### config.mk
export PLATFORM = sky130hd
export DESIGN_NAME = dma_ctrl
export DESIGN_NICKNAME = d
export VERILOG_FILES = /design/src/hdl/dma_ctrl.v /design/src/hdl/dma_chan.v
export VERILOG_INCLUDE_DIRS = /design/src /design/src/hdl
export SDC_FILE = /design/constraint.sdc
export NUM_CORES = 2
export LEC_CHECK = 0
export ABC_CLOCK_PERIOD_IN_PS = 4500
export BUFFER_PORTS_ARGS = -buffer_cell sky130_fd_sc_hd__buf_4
export CAP_MARGIN = 15
export CORE_MARGIN = 1
export CORE_UTILIZATION = 35
export CTS_CLUSTER_DIAMETER = 150
export DETAILED_ROUTE_END_ITERATION = 7
export SETUP_SLACK_MARGIN = 0.4
export SYNTH_ARGS = -nofsm -noshare
export SYNTH_HDL_FRONTEND = slang
export SYNTH_HIERARCHICAL = 1
export SYNTH_SLANG_ARGS = --single-unit
### constraint.sdc
create_clock -name hclk -period 4.5 [get_ports hclk]
set_clock_uncertainty 0.1 [all_clocks]
set_input_delay 0.675 -clock hclk [delete_from_list [all_inputs] [get_ports hclk]]
set_output_delay 0.675 -clock hclk [all_outputs]
set_load 0.005 [all_outputs]
### src/hdl/dma_defs.vh
`ifndef DMA_DEFS_VH
`define DMA_DEFS_VH

// Register index = haddr[4:2], channel = haddr[6:5], global block when haddr[7]
`define RIX_SRC_LO   3'h0
`define RIX_SRC_HI   3'h1
`define RIX_DST_LO   3'h2
`define RIX_DST_HI   3'h3
`define RIX_COUNT    3'h4
`define RIX_ADCTRL   3'h5
`define RIX_CHCTRL   3'h6
`define GIX_IRQ_STAT 3'h0
`define GIX_IRQ_MASK 3'h1

// Addressing control fields
`define ADC_DS       14
`define ADC_SAD_LO   6
`define ADC_DAD_LO   4
`define ADC_WMASK    16'h40f0
`define AM_INC       2'h0
`define AM_DEC       2'h1
`define AM_FIX       2'h2

// Channel control fields
`define CHC_EN       0
`define CHC_STG      1
`define CHC_INIT     2
`define CHC_TC       7

// Reset values
`define RST_HALF     16'h0000

// Sequencer states
`define ST_IDLE      2'h0
`define ST_RD        2'h1
`define ST_WR        2'h2

`endif

### src/hdl/dma_ctrl.v
// How it works
// - The data size bit sets item width only, and bytes travel on the lane of their address.
// - With 16-bit items the start address has its lowest bit forced to zero.
// - The terminal count flag is read-only: writes never set it, but an init write or a fresh enable clears it.
// - The init and trigger bits act on write and always read as zero.
// - Writing the init bit returns the channel to a disabled, idle state.
// - When the count is exhausted the flag sets and the channel stays disabled.
// - At terminal count enable clears one cycle before the flag sets.
`timescale 1ns/1ns
`include "dma_defs.vh"

module dma_ctrl #(
    parameter NCH    = 4,
    parameter ADDR_W = 26
) (
    input  wire              hclk,      // System clock
    input  wire              hresetn,   // Async reset, low
    input  wire              hsel,      // Slave select
    input  wire [31:0]       haddr,     // Byte address
    input  wire [1:0]        htrans,    // Transfer type
    input  wire              hwrite,    // Write when high
    input  wire [2:0]        hsize,     // Word only
    input  wire [31:0]       hwdata,    // Write data
    input  wire              hready,    // Bus ready
    output reg  [31:0]       hrdata,    // Read data
    output wire              hreadyout, // Slave ready
    output wire              hresp,     // Always OKAY
    input  wire [NCH-1:0]    dma_req,   // Hardware request pulses
    output wire              irq,       // Level interrupt
    output reg               mem_req,   // Internal bus request
    output reg               mem_write, // Internal bus write
    output reg  [ADDR_W-1:0] mem_addr,  // Internal bus byte address
    output reg               mem_size,  // 1 = 16-bit item
    output reg  [15:0]       mem_wdata, // Internal bus write data
    input  wire [15:0]       mem_rdata, // Internal bus read data
    input  wire              mem_ready  // Internal bus done
);
    reg              ap_valid_reg, ap_write_reg, rd_wait_reg;
    reg [6:0]        ap_addr_reg;
    reg [NCH-1:0]    stat_reg, mask_reg;
    reg [1:0]        state_reg;
    reg [1:0]        grant_reg;
    reg [1:0]        pick;
    reg              any_pend;
    reg [15:0]       rd_mux;
    reg [15:0]       item_data;

    wire [NCH-1:0]        pend, wide, tc_set, item_done;
    wire [NCH*ADDR_W-1:0] src_all, dst_all;
    wire [NCH*16-1:0]     rdata_all;
    wire                  glb;
    wire [1:0]            ap_ch;
    wire [2:0]            ap_idx;
    wire                  wr_phase;

    assign hresp     = 1'b0;
    assign hreadyout = ~rd_wait_reg;
    assign irq       = |(stat_reg & mask_reg);
    assign glb       = ap_addr_reg[5];
    assign ap_ch     = ap_addr_reg[4:3];
    assign ap_idx    = ap_addr_reg[2:0];
    assign wr_phase  = ap_valid_reg & ap_write_reg;

    // Address phase capture; reads take one wait state so that a write
    // just before is already visible in the returned word
    always @(posedge hclk or negedge hresetn) begin
        if (!hresetn) begin
            ap_valid_reg <= 1'b0;
            ap_write_reg <= 1'b0;
            ap_addr_reg  <= 7'h00;
            rd_wait_reg  <= 1'b0;
            hrdata       <= 32'h0000_0000;
        end else begin
            if (hready) begin
                ap_valid_reg <= hsel & htrans[1];
                ap_write_reg <= hwrite;
                ap_addr_reg  <= haddr[8:2];
                rd_wait_reg  <= hsel & htrans[1] & ~hwrite;
            end else begin
                rd_wait_reg  <= 1'b0;
            end
            if (rd_wait_reg)
                hrdata <= {16'h0000, rd_mux};
        end
    end

    // Read mux; anything unmapped reads as zero
    always @* begin
        rd_mux = 16'h0000;
        if (ap_addr_reg[6]) begin
            rd_mux = 16'h0000;
        end else if (glb) begin
            if (ap_idx == `GIX_IRQ_STAT)
                rd_mux = {{(16-NCH){1'b0}}, stat_reg};
            else if (ap_idx == `GIX_IRQ_MASK)
                rd_mux = {{(16-NCH){1'b0}}, mask_reg};
        end else begin
            rd_mux = rdata_all[ap_ch*16 +: 16];
        end
    end

    // Interrupt status: write one to clear, a new event wins over the clear
    always @(posedge hclk or negedge hresetn) begin
        if (!hresetn) begin
            stat_reg <= {NCH{1'b0}};
            mask_reg <= {NCH{1'b0}};
        end else begin
            if (wr_phase && glb && !ap_addr_reg[6] && ap_idx == `GIX_IRQ_MASK)
                mask_reg <= hwdata[NCH-1:0];
            if (wr_phase && glb && !ap_addr_reg[6] && ap_idx == `GIX_IRQ_STAT)
                stat_reg <= (stat_reg & ~hwdata[NCH-1:0]) | tc_set;
            else
                stat_reg <= stat_reg | tc_set;
        end
    end

    // One register set per channel
    genvar g;
    generate
        for (g = 0; g < NCH; g = g + 1) begin : chan
            dma_chan #(
                .ADDR_W (ADDR_W)
            ) u_chan (
                .hclk      (hclk),
                .hresetn   (hresetn),
                .wr_en     (wr_phase && !glb && !ap_addr_reg[6] && ap_ch == g),
                .wr_idx    (ap_idx),
                .wdata     (hwdata[15:0]),
                .rd_idx    (ap_idx),
                .rdata     (rdata_all[g*16 +: 16]),
                .hw_req    (dma_req[g]),
                .item_done (item_done[g]),
                .pending   (pend[g]),
                .src_cur   (src_all[g*ADDR_W +: ADDR_W]),
                .dst_cur   (dst_all[g*ADDR_W +: ADDR_W]),
                .wide      (wide[g]),
                .tc_set    (tc_set[g])
            );
            assign item_done[g] = (state_reg == `ST_WR) && mem_ready && (grant_reg == g);
        end
    endgenerate

    // Fixed priority, channel 0 highest
    integer i;
    always @* begin
        pick     = 2'h0;
        any_pend = 1'b0;
        for (i = NCH - 1; i >= 0; i = i - 1) begin
            if (pend[i]) begin
                pick     = i[1:0];
                any_pend = 1'b1;
            end
        end
    end

    // Byte travels on the lane its address selects, not always the low one
    always @* begin
        if (mem_size)
            item_data = mem_rdata;
        else if (mem_addr[0])
            item_data = {8'h00, mem_rdata[15:8]};
        else
            item_data = {8'h00, mem_rdata[7:0]};
    end

    // Item sequencer: read the source, then write the destination
    always @(posedge hclk or negedge hresetn) begin
        if (!hresetn) begin
            state_reg <= `ST_IDLE;
            grant_reg <= 2'h0;
            mem_req   <= 1'b0;
            mem_write <= 1'b0;
            mem_addr  <= {ADDR_W{1'b0}};
            mem_size  <= 1'b0;
            mem_wdata <= 16'h0000;
        end else begin
            case (state_reg)
                `ST_IDLE: begin
                    if (any_pend) begin
                        grant_reg <= pick;
                        mem_req   <= 1'b1;
                        mem_write <= 1'b0;
                        mem_addr  <= src_all[pick*ADDR_W +: ADDR_W];
                        mem_size  <= wide[pick];
                        state_reg <= `ST_RD;
                    end
                end
                `ST_RD: begin
                    if (mem_ready) begin
                        mem_write <= 1'b1;
                        mem_addr  <= dst_all[grant_reg*ADDR_W +: ADDR_W];
                        if (mem_size || !dst_all[grant_reg*ADDR_W])
                            mem_wdata <= item_data;
                        else
                            mem_wdata <= {item_data[7:0], 8'h00};
                        state_reg <= `ST_WR;
                    end
                end
                `ST_WR: begin
                    if (mem_ready) begin
                        mem_req   <= 1'b0;
                        mem_write <= 1'b0;
                        state_reg <= `ST_IDLE;
                    end
                end
                default: begin
                    mem_req   <= 1'b0;
                    state_reg <= `ST_IDLE;
                end
            endcase
        end
    end
endmodule

### src/hdl/dma_chan.v
`timescale 1ns/1ns
`include "dma_defs.vh"

module dma_chan #(
    parameter ADDR_W = 26
) (
    input  wire              hclk,      // System clock
    input  wire              hresetn,   // Async reset, low
    input  wire              wr_en,     // Register write strobe
    input  wire [2:0]        wr_idx,    // Register index written
    input  wire [15:0]       wdata,     // Write data
    input  wire [2:0]        rd_idx,    // Register index read
    output reg  [15:0]       rdata,     // Read data
    input  wire              hw_req,    // Hardware transfer request pulse
    input  wire              item_done, // One item moved
    output wire              pending,   // Request waiting for the bus
    output wire [ADDR_W-1:0] src_cur,   // Current source address
    output wire [ADDR_W-1:0] dst_cur,   // Current destination address
    output wire              wide,      // 16-bit items
    output wire              tc_set     // Terminal count flag sets now
);
    localparam HW = ADDR_W - 16;

    reg [15:0]       sal_reg, dal_reg, cnt_reg, adc_reg, cnt_cur_reg;
    reg [HW-1:0]     sah_reg, dah_reg;
    reg              en_reg, tc_reg, tc_pend_reg, pend_reg;
    reg [ADDR_W-1:0] src_reg, dst_reg;
    reg [ADDR_W-1:0] src_next, dst_next;

    assign pending = pend_reg;
    assign src_cur = src_reg;
    assign dst_cur = dst_reg;
    assign wide    = adc_reg[`ADC_DS];
    assign tc_set  = tc_pend_reg;

    // Address stepping after each item
    function [ADDR_W-1:0] step;
        input [ADDR_W-1:0] a;
        input [1:0]        mode;
        input              w;
        begin
            case (mode)
                `AM_INC: step = a + {{(ADDR_W-2){1'b0}}, w, ~w};
                `AM_DEC: step = a - {{(ADDR_W-2){1'b0}}, w, ~w};
                default: step = a;
            endcase
        end
    endfunction

    // Start address, odd start forced even for 16-bit items
    always @* begin
        src_next = {sah_reg, sal_reg};
        dst_next = {dah_reg, dal_reg};
        src_next[0] = sal_reg[0] & ~adc_reg[`ADC_DS];
        dst_next[0] = dal_reg[0] & ~adc_reg[`ADC_DS];
    end

    // Channel state; later assignments win, so sets follow clears, except the init clears of pend_reg and tc_pend_reg
    always @(posedge hclk or negedge hresetn) begin
        if (!hresetn) begin
            sal_reg     <= `RST_HALF;
            dal_reg     <= `RST_HALF;
            sah_reg     <= {HW{1'b0}};
            dah_reg     <= {HW{1'b0}};
            cnt_reg     <= `RST_HALF;
            adc_reg     <= `RST_HALF;
            cnt_cur_reg <= `RST_HALF;
            en_reg      <= 1'b0;
            tc_reg      <= 1'b0;
            tc_pend_reg <= 1'b0;
            pend_reg    <= 1'b0;
            src_reg     <= {ADDR_W{1'b0}};
            dst_reg     <= {ADDR_W{1'b0}};
        end else begin
            tc_pend_reg <= 1'b0;
            if (item_done) begin
                pend_reg <= 1'b0;
                src_reg  <= step(src_reg, adc_reg[`ADC_SAD_LO+1:`ADC_SAD_LO], wide);
                dst_reg  <= step(dst_reg, adc_reg[`ADC_DAD_LO+1:`ADC_DAD_LO], wide);
                if (cnt_cur_reg == 16'h0000) begin
                    en_reg      <= 1'b0;
                    tc_pend_reg <= 1'b1;
                end else begin
                    cnt_cur_reg <= cnt_cur_reg - 16'h0001;
                end
            end
            if (hw_req && en_reg)
                pend_reg <= 1'b1;
            if (wr_en) begin
                case (wr_idx)
                    `RIX_SRC_LO: sal_reg <= wdata;
                    `RIX_SRC_HI: sah_reg <= wdata[HW-1:0];
                    `RIX_DST_LO: dal_reg <= wdata;
                    `RIX_DST_HI: dah_reg <= wdata[HW-1:0];
                    `RIX_COUNT:  cnt_reg <= wdata;
                    `RIX_ADCTRL: adc_reg <= wdata & `ADC_WMASK;
                    `RIX_CHCTRL: begin
                        if (wdata[`CHC_INIT]) begin
                            en_reg      <= 1'b0;
                            tc_reg      <= 1'b0;
                            tc_pend_reg <= 1'b0;
                            pend_reg    <= 1'b0;
                        end else begin
                            en_reg <= wdata[`CHC_EN];
                            if (wdata[`CHC_EN] && !en_reg) begin
                                src_reg     <= src_next;
                                dst_reg     <= dst_next;
                                cnt_cur_reg <= cnt_reg;
                                tc_reg      <= 1'b0;
                            end
                            if (wdata[`CHC_STG] && wdata[`CHC_EN])
                                pend_reg <= 1'b1;
                        end
                    end
                    default: ;
                endcase
            end
            if (tc_pend_reg)
                tc_reg <= 1'b1;
        end
    end

    // Read view; init and trigger read as zero, flag only from hardware
    always @* begin
        case (rd_idx)
            `RIX_SRC_LO: rdata = sal_reg;
            `RIX_SRC_HI: rdata = {{(16-HW){1'b0}}, sah_reg};
            `RIX_DST_LO: rdata = dal_reg;
            `RIX_DST_HI: rdata = {{(16-HW){1'b0}}, dah_reg};
            `RIX_COUNT:  rdata = cnt_reg;
            `RIX_ADCTRL: rdata = adc_reg;
            `RIX_CHCTRL: rdata = {8'h00, tc_reg, 6'h00, en_reg};
            default:     rdata = 16'h0000;
        endcase
    end
endmodule

==> metrics.txt <==
via/cell ratio 6.06; port bufs 112; grt total ovfl 0; Seq/Total Area, Yosys 38.9%; via count 38000; area of the mapped netlist 42700 sq um; ANT nets after route 0; RSZ-0062 raised after global routing false; hold slack 0.0151 ns; placement row count 127; placed cell count 6128; status complete, no violations; Max rail drop VDD 0.332 mV; Cell Pwr Density 445 nW/um^2; # IOs 175; FMAX 0.268 GHz; CP Launch Type flop; Final WS setup 0.763 ns; Max Transition Viols Final 0; # hold bufs at CTS 0; commonest non-fill, non-tap cell in the layout dfrtp_1; clk buf depth 3; Post-Layout Cell Count 6270; CTS root buffer clkbuf_16; Core Util, Final 39.9%; design area 48000 sq um; Synth async-reset ratio 100%; Gate power share 27.5%; library cells used by synthesis 98; Critical Path End Type flop; Worst-Skew Late Latency 0.66 ns; vias in the first global route 35800; R2R Setup Slk 0.76 ns; Post-DP Area 45400 sq um; Leak Pwr 19.8 nW; EDFF count, synth 0; CTS tree built; Worst Hold Class in -> async; DPL Wire Length 124 mm; CP startpoint chan[2].u_chan/adc_reg[14]; Place WS 0.821 ns; CP Class reg -> reg; Pint 13.4 mW; post_cts resized 0; reg2reg path depth 11; worst-margin pin slew 1.16 ns; Pre-antenna DRT Iters 6; DIE WIDTH 351 microns; antenna violations before repair 13; Hold Vio Cnt, Final 0; synth warn 6; FF/Latch Area 16600 sq um; clk slew on worst S/H paths 0.06 ns; Max Cap Viol 0; CP required 4.93 ns; CTS Buf Count 78; clock power share 31.1%; end point of the critical path chan[2].u_chan/dst_cur[24]; Crit Reg-Reg Endpoint chan[2].u_chan/dst_cur[24]; layout cells sized above 1 18.6%; Fillers 12100; first-pass GRT wire length 247 mm; clock sink count 663; WP data arrival 4.16 ns; final period utilization 83.0%; setup TNS 0 ns; total die area 123000 sq um; drt drc 0; Die Y 351 microns; pin count of the biggest net entering global routing 98; Design Power 21.4 mW; # nets final 4730; Avg WL per Cell 27.0 microns; Slew Limit Headroom 22.5%; Flop pwr share 41.4%; Overall Global Routing Usage 27.2%; Reg2Reg Launch Point chan[2].u_chan/adc_reg[14]; core area 120000 sq um; Initial DRC Count 4201; final RePlAce weighted congestion 1.02; H-tree depth 3; Final setup viols 0; # Post-CTS Setup Buffers 0; final WL 169 mm; peak fanout along the critical path 6; area grow syn2layout 12.6%; initial core utilization 35.4%; commonest cells after routing, fill and taps aside dfrtp_1, nand2_1, nor2_1; Avg Cell Area, Syn 9.21 sq um; area occupied by multi-input gates 24400 sq um; Gate Count Post-Synth 4631; Sw Ratio 37.5%; #FFs+latches synth 663; dominant synthesized flop cell dfrtp_1; Final min period 3.74 ns; Net Sw Power 8.02 mW
==> cell families (layout without fill, tap and decap cells) <==
| kind of cell | Yosys count | after routing | synth area share [%] |
|---|---|---|---|
| simple gates | 1787 | 1787 | 20.7 |
| xor+xnor | 236 | 236 | 4.85 |
| fa+ha+maj | 37 | 37 | 1.23 |
| buf+inv | 453 | 459 | 4.35 |
| compound gates | 917 | 917 | 13.9 |
| other cells | 1 | 22 | 0.00879 |
| mux | 537 | 537 | 16.1 |
| flops | 663 | 663 | 38.9 |
==> critical path, stage by stage, from the launching register on <==
cell      delay, ns
dfrtp_1        0.45
inv_1          0.30
ha_1           0.27
fa_1           0.29
or4b_2         0.64
o31a_1         0.26
o22ai_1        0.34
nor3b_1        0.18
o21bai_1       0.27
mux2i_1        0.25
xor2_1         0.17
a21oi_1        0.08
==> power groups by stage <==
stage               Combinational, mW  Sequential (mW)  Clock [mW]
floorplan                        4.31             7.58           0
global placement                 5.71             8.83           0
detailed placement               5.77             8.84           0
CTS                              5.79             8.74        6.73
global route                     6.37             8.93        6.94
finish                           5.88             8.86        6.64
==> cell type report <==
type / instances / area share (%)
diodes: 5 / 0.0261
inverters: 86 / 0.672
clock inverters: 28 / 0.771
multi-input cells: 3531 / 50.9
flip-flops and latches: 663 / 34.6
clock buffers: 107 / 4.67
repair buffers: 238 / 4.18
well taps: 1612 / 4.20
==> cell usage after synthesis (32+ instances only) <==
cell type | count | area share [%]
nor3_1 | 143 | 1.7
nand2b_1 | 38 | 0.56
nor2_1 | 484 | 4.3
nor2b_1 | 36 | 0.53
a22oi_1 | 32 | 0.56
mux2_2 | 313 | 8.3
xor2_1 | 69 | 1.4
a21oi_1 | 242 | 2.8
or3_1 | 68 | 1.0
and3_1 | 44 | 0.65
nand3_1 | 123 | 1.4
clkbuf_1 | 282 | 2.5
nand4_1 | 66 | 0.97
or4_1 | 42 | 0.74
xnor2_1 | 167 | 3.4
inv_1 | 84 | 0.74
buf_1 | 39 | 0.34
dfrtp_1 | 663 | 39
a31oi_1 | 93 | 1.4
nor4_1 | 67 | 0.98
o21ai_0 | 238 | 2.8
mux2i_1 | 137 | 3.2
nand2_1 | 487 | 4.3
mux4_2 | 86 | 4.5
==> routing by layer <==
metal,vias to the layer above,GRT usage [%],wire (microns)
li1,16800,-,-
met1,19100,37.7,71900
met2,1710,40.1,73100
met3,356,5.50,14900
met4,2,13.8,9260
met5,-,0,7
==> worst min-delay path by stage <==
stage | from | to | slack [ns] | depth (start not counted)
finish | hresetn | chan[2].u_chan/adc_reg[7] | 0.02 | 1
global route | hresetn | chan[2].u_chan/adc_reg[7] | 0.05 | 1
CTS | hresetn | chan[2].u_chan/adc_reg[6] | 0.02 | 1
detailed placement | chan[3].u_chan/tc_reg | chan[3].u_chan/tc_reg | 0.37 | 1
global placement | chan[3].u_chan/tc_reg | chan[3].u_chan/tc_reg | 0.36 | 1
floorplan | hresetn | ap_addr_reg[0] | 0.28 | 0
Note: power is estimated with default switching activity, not from simulation.
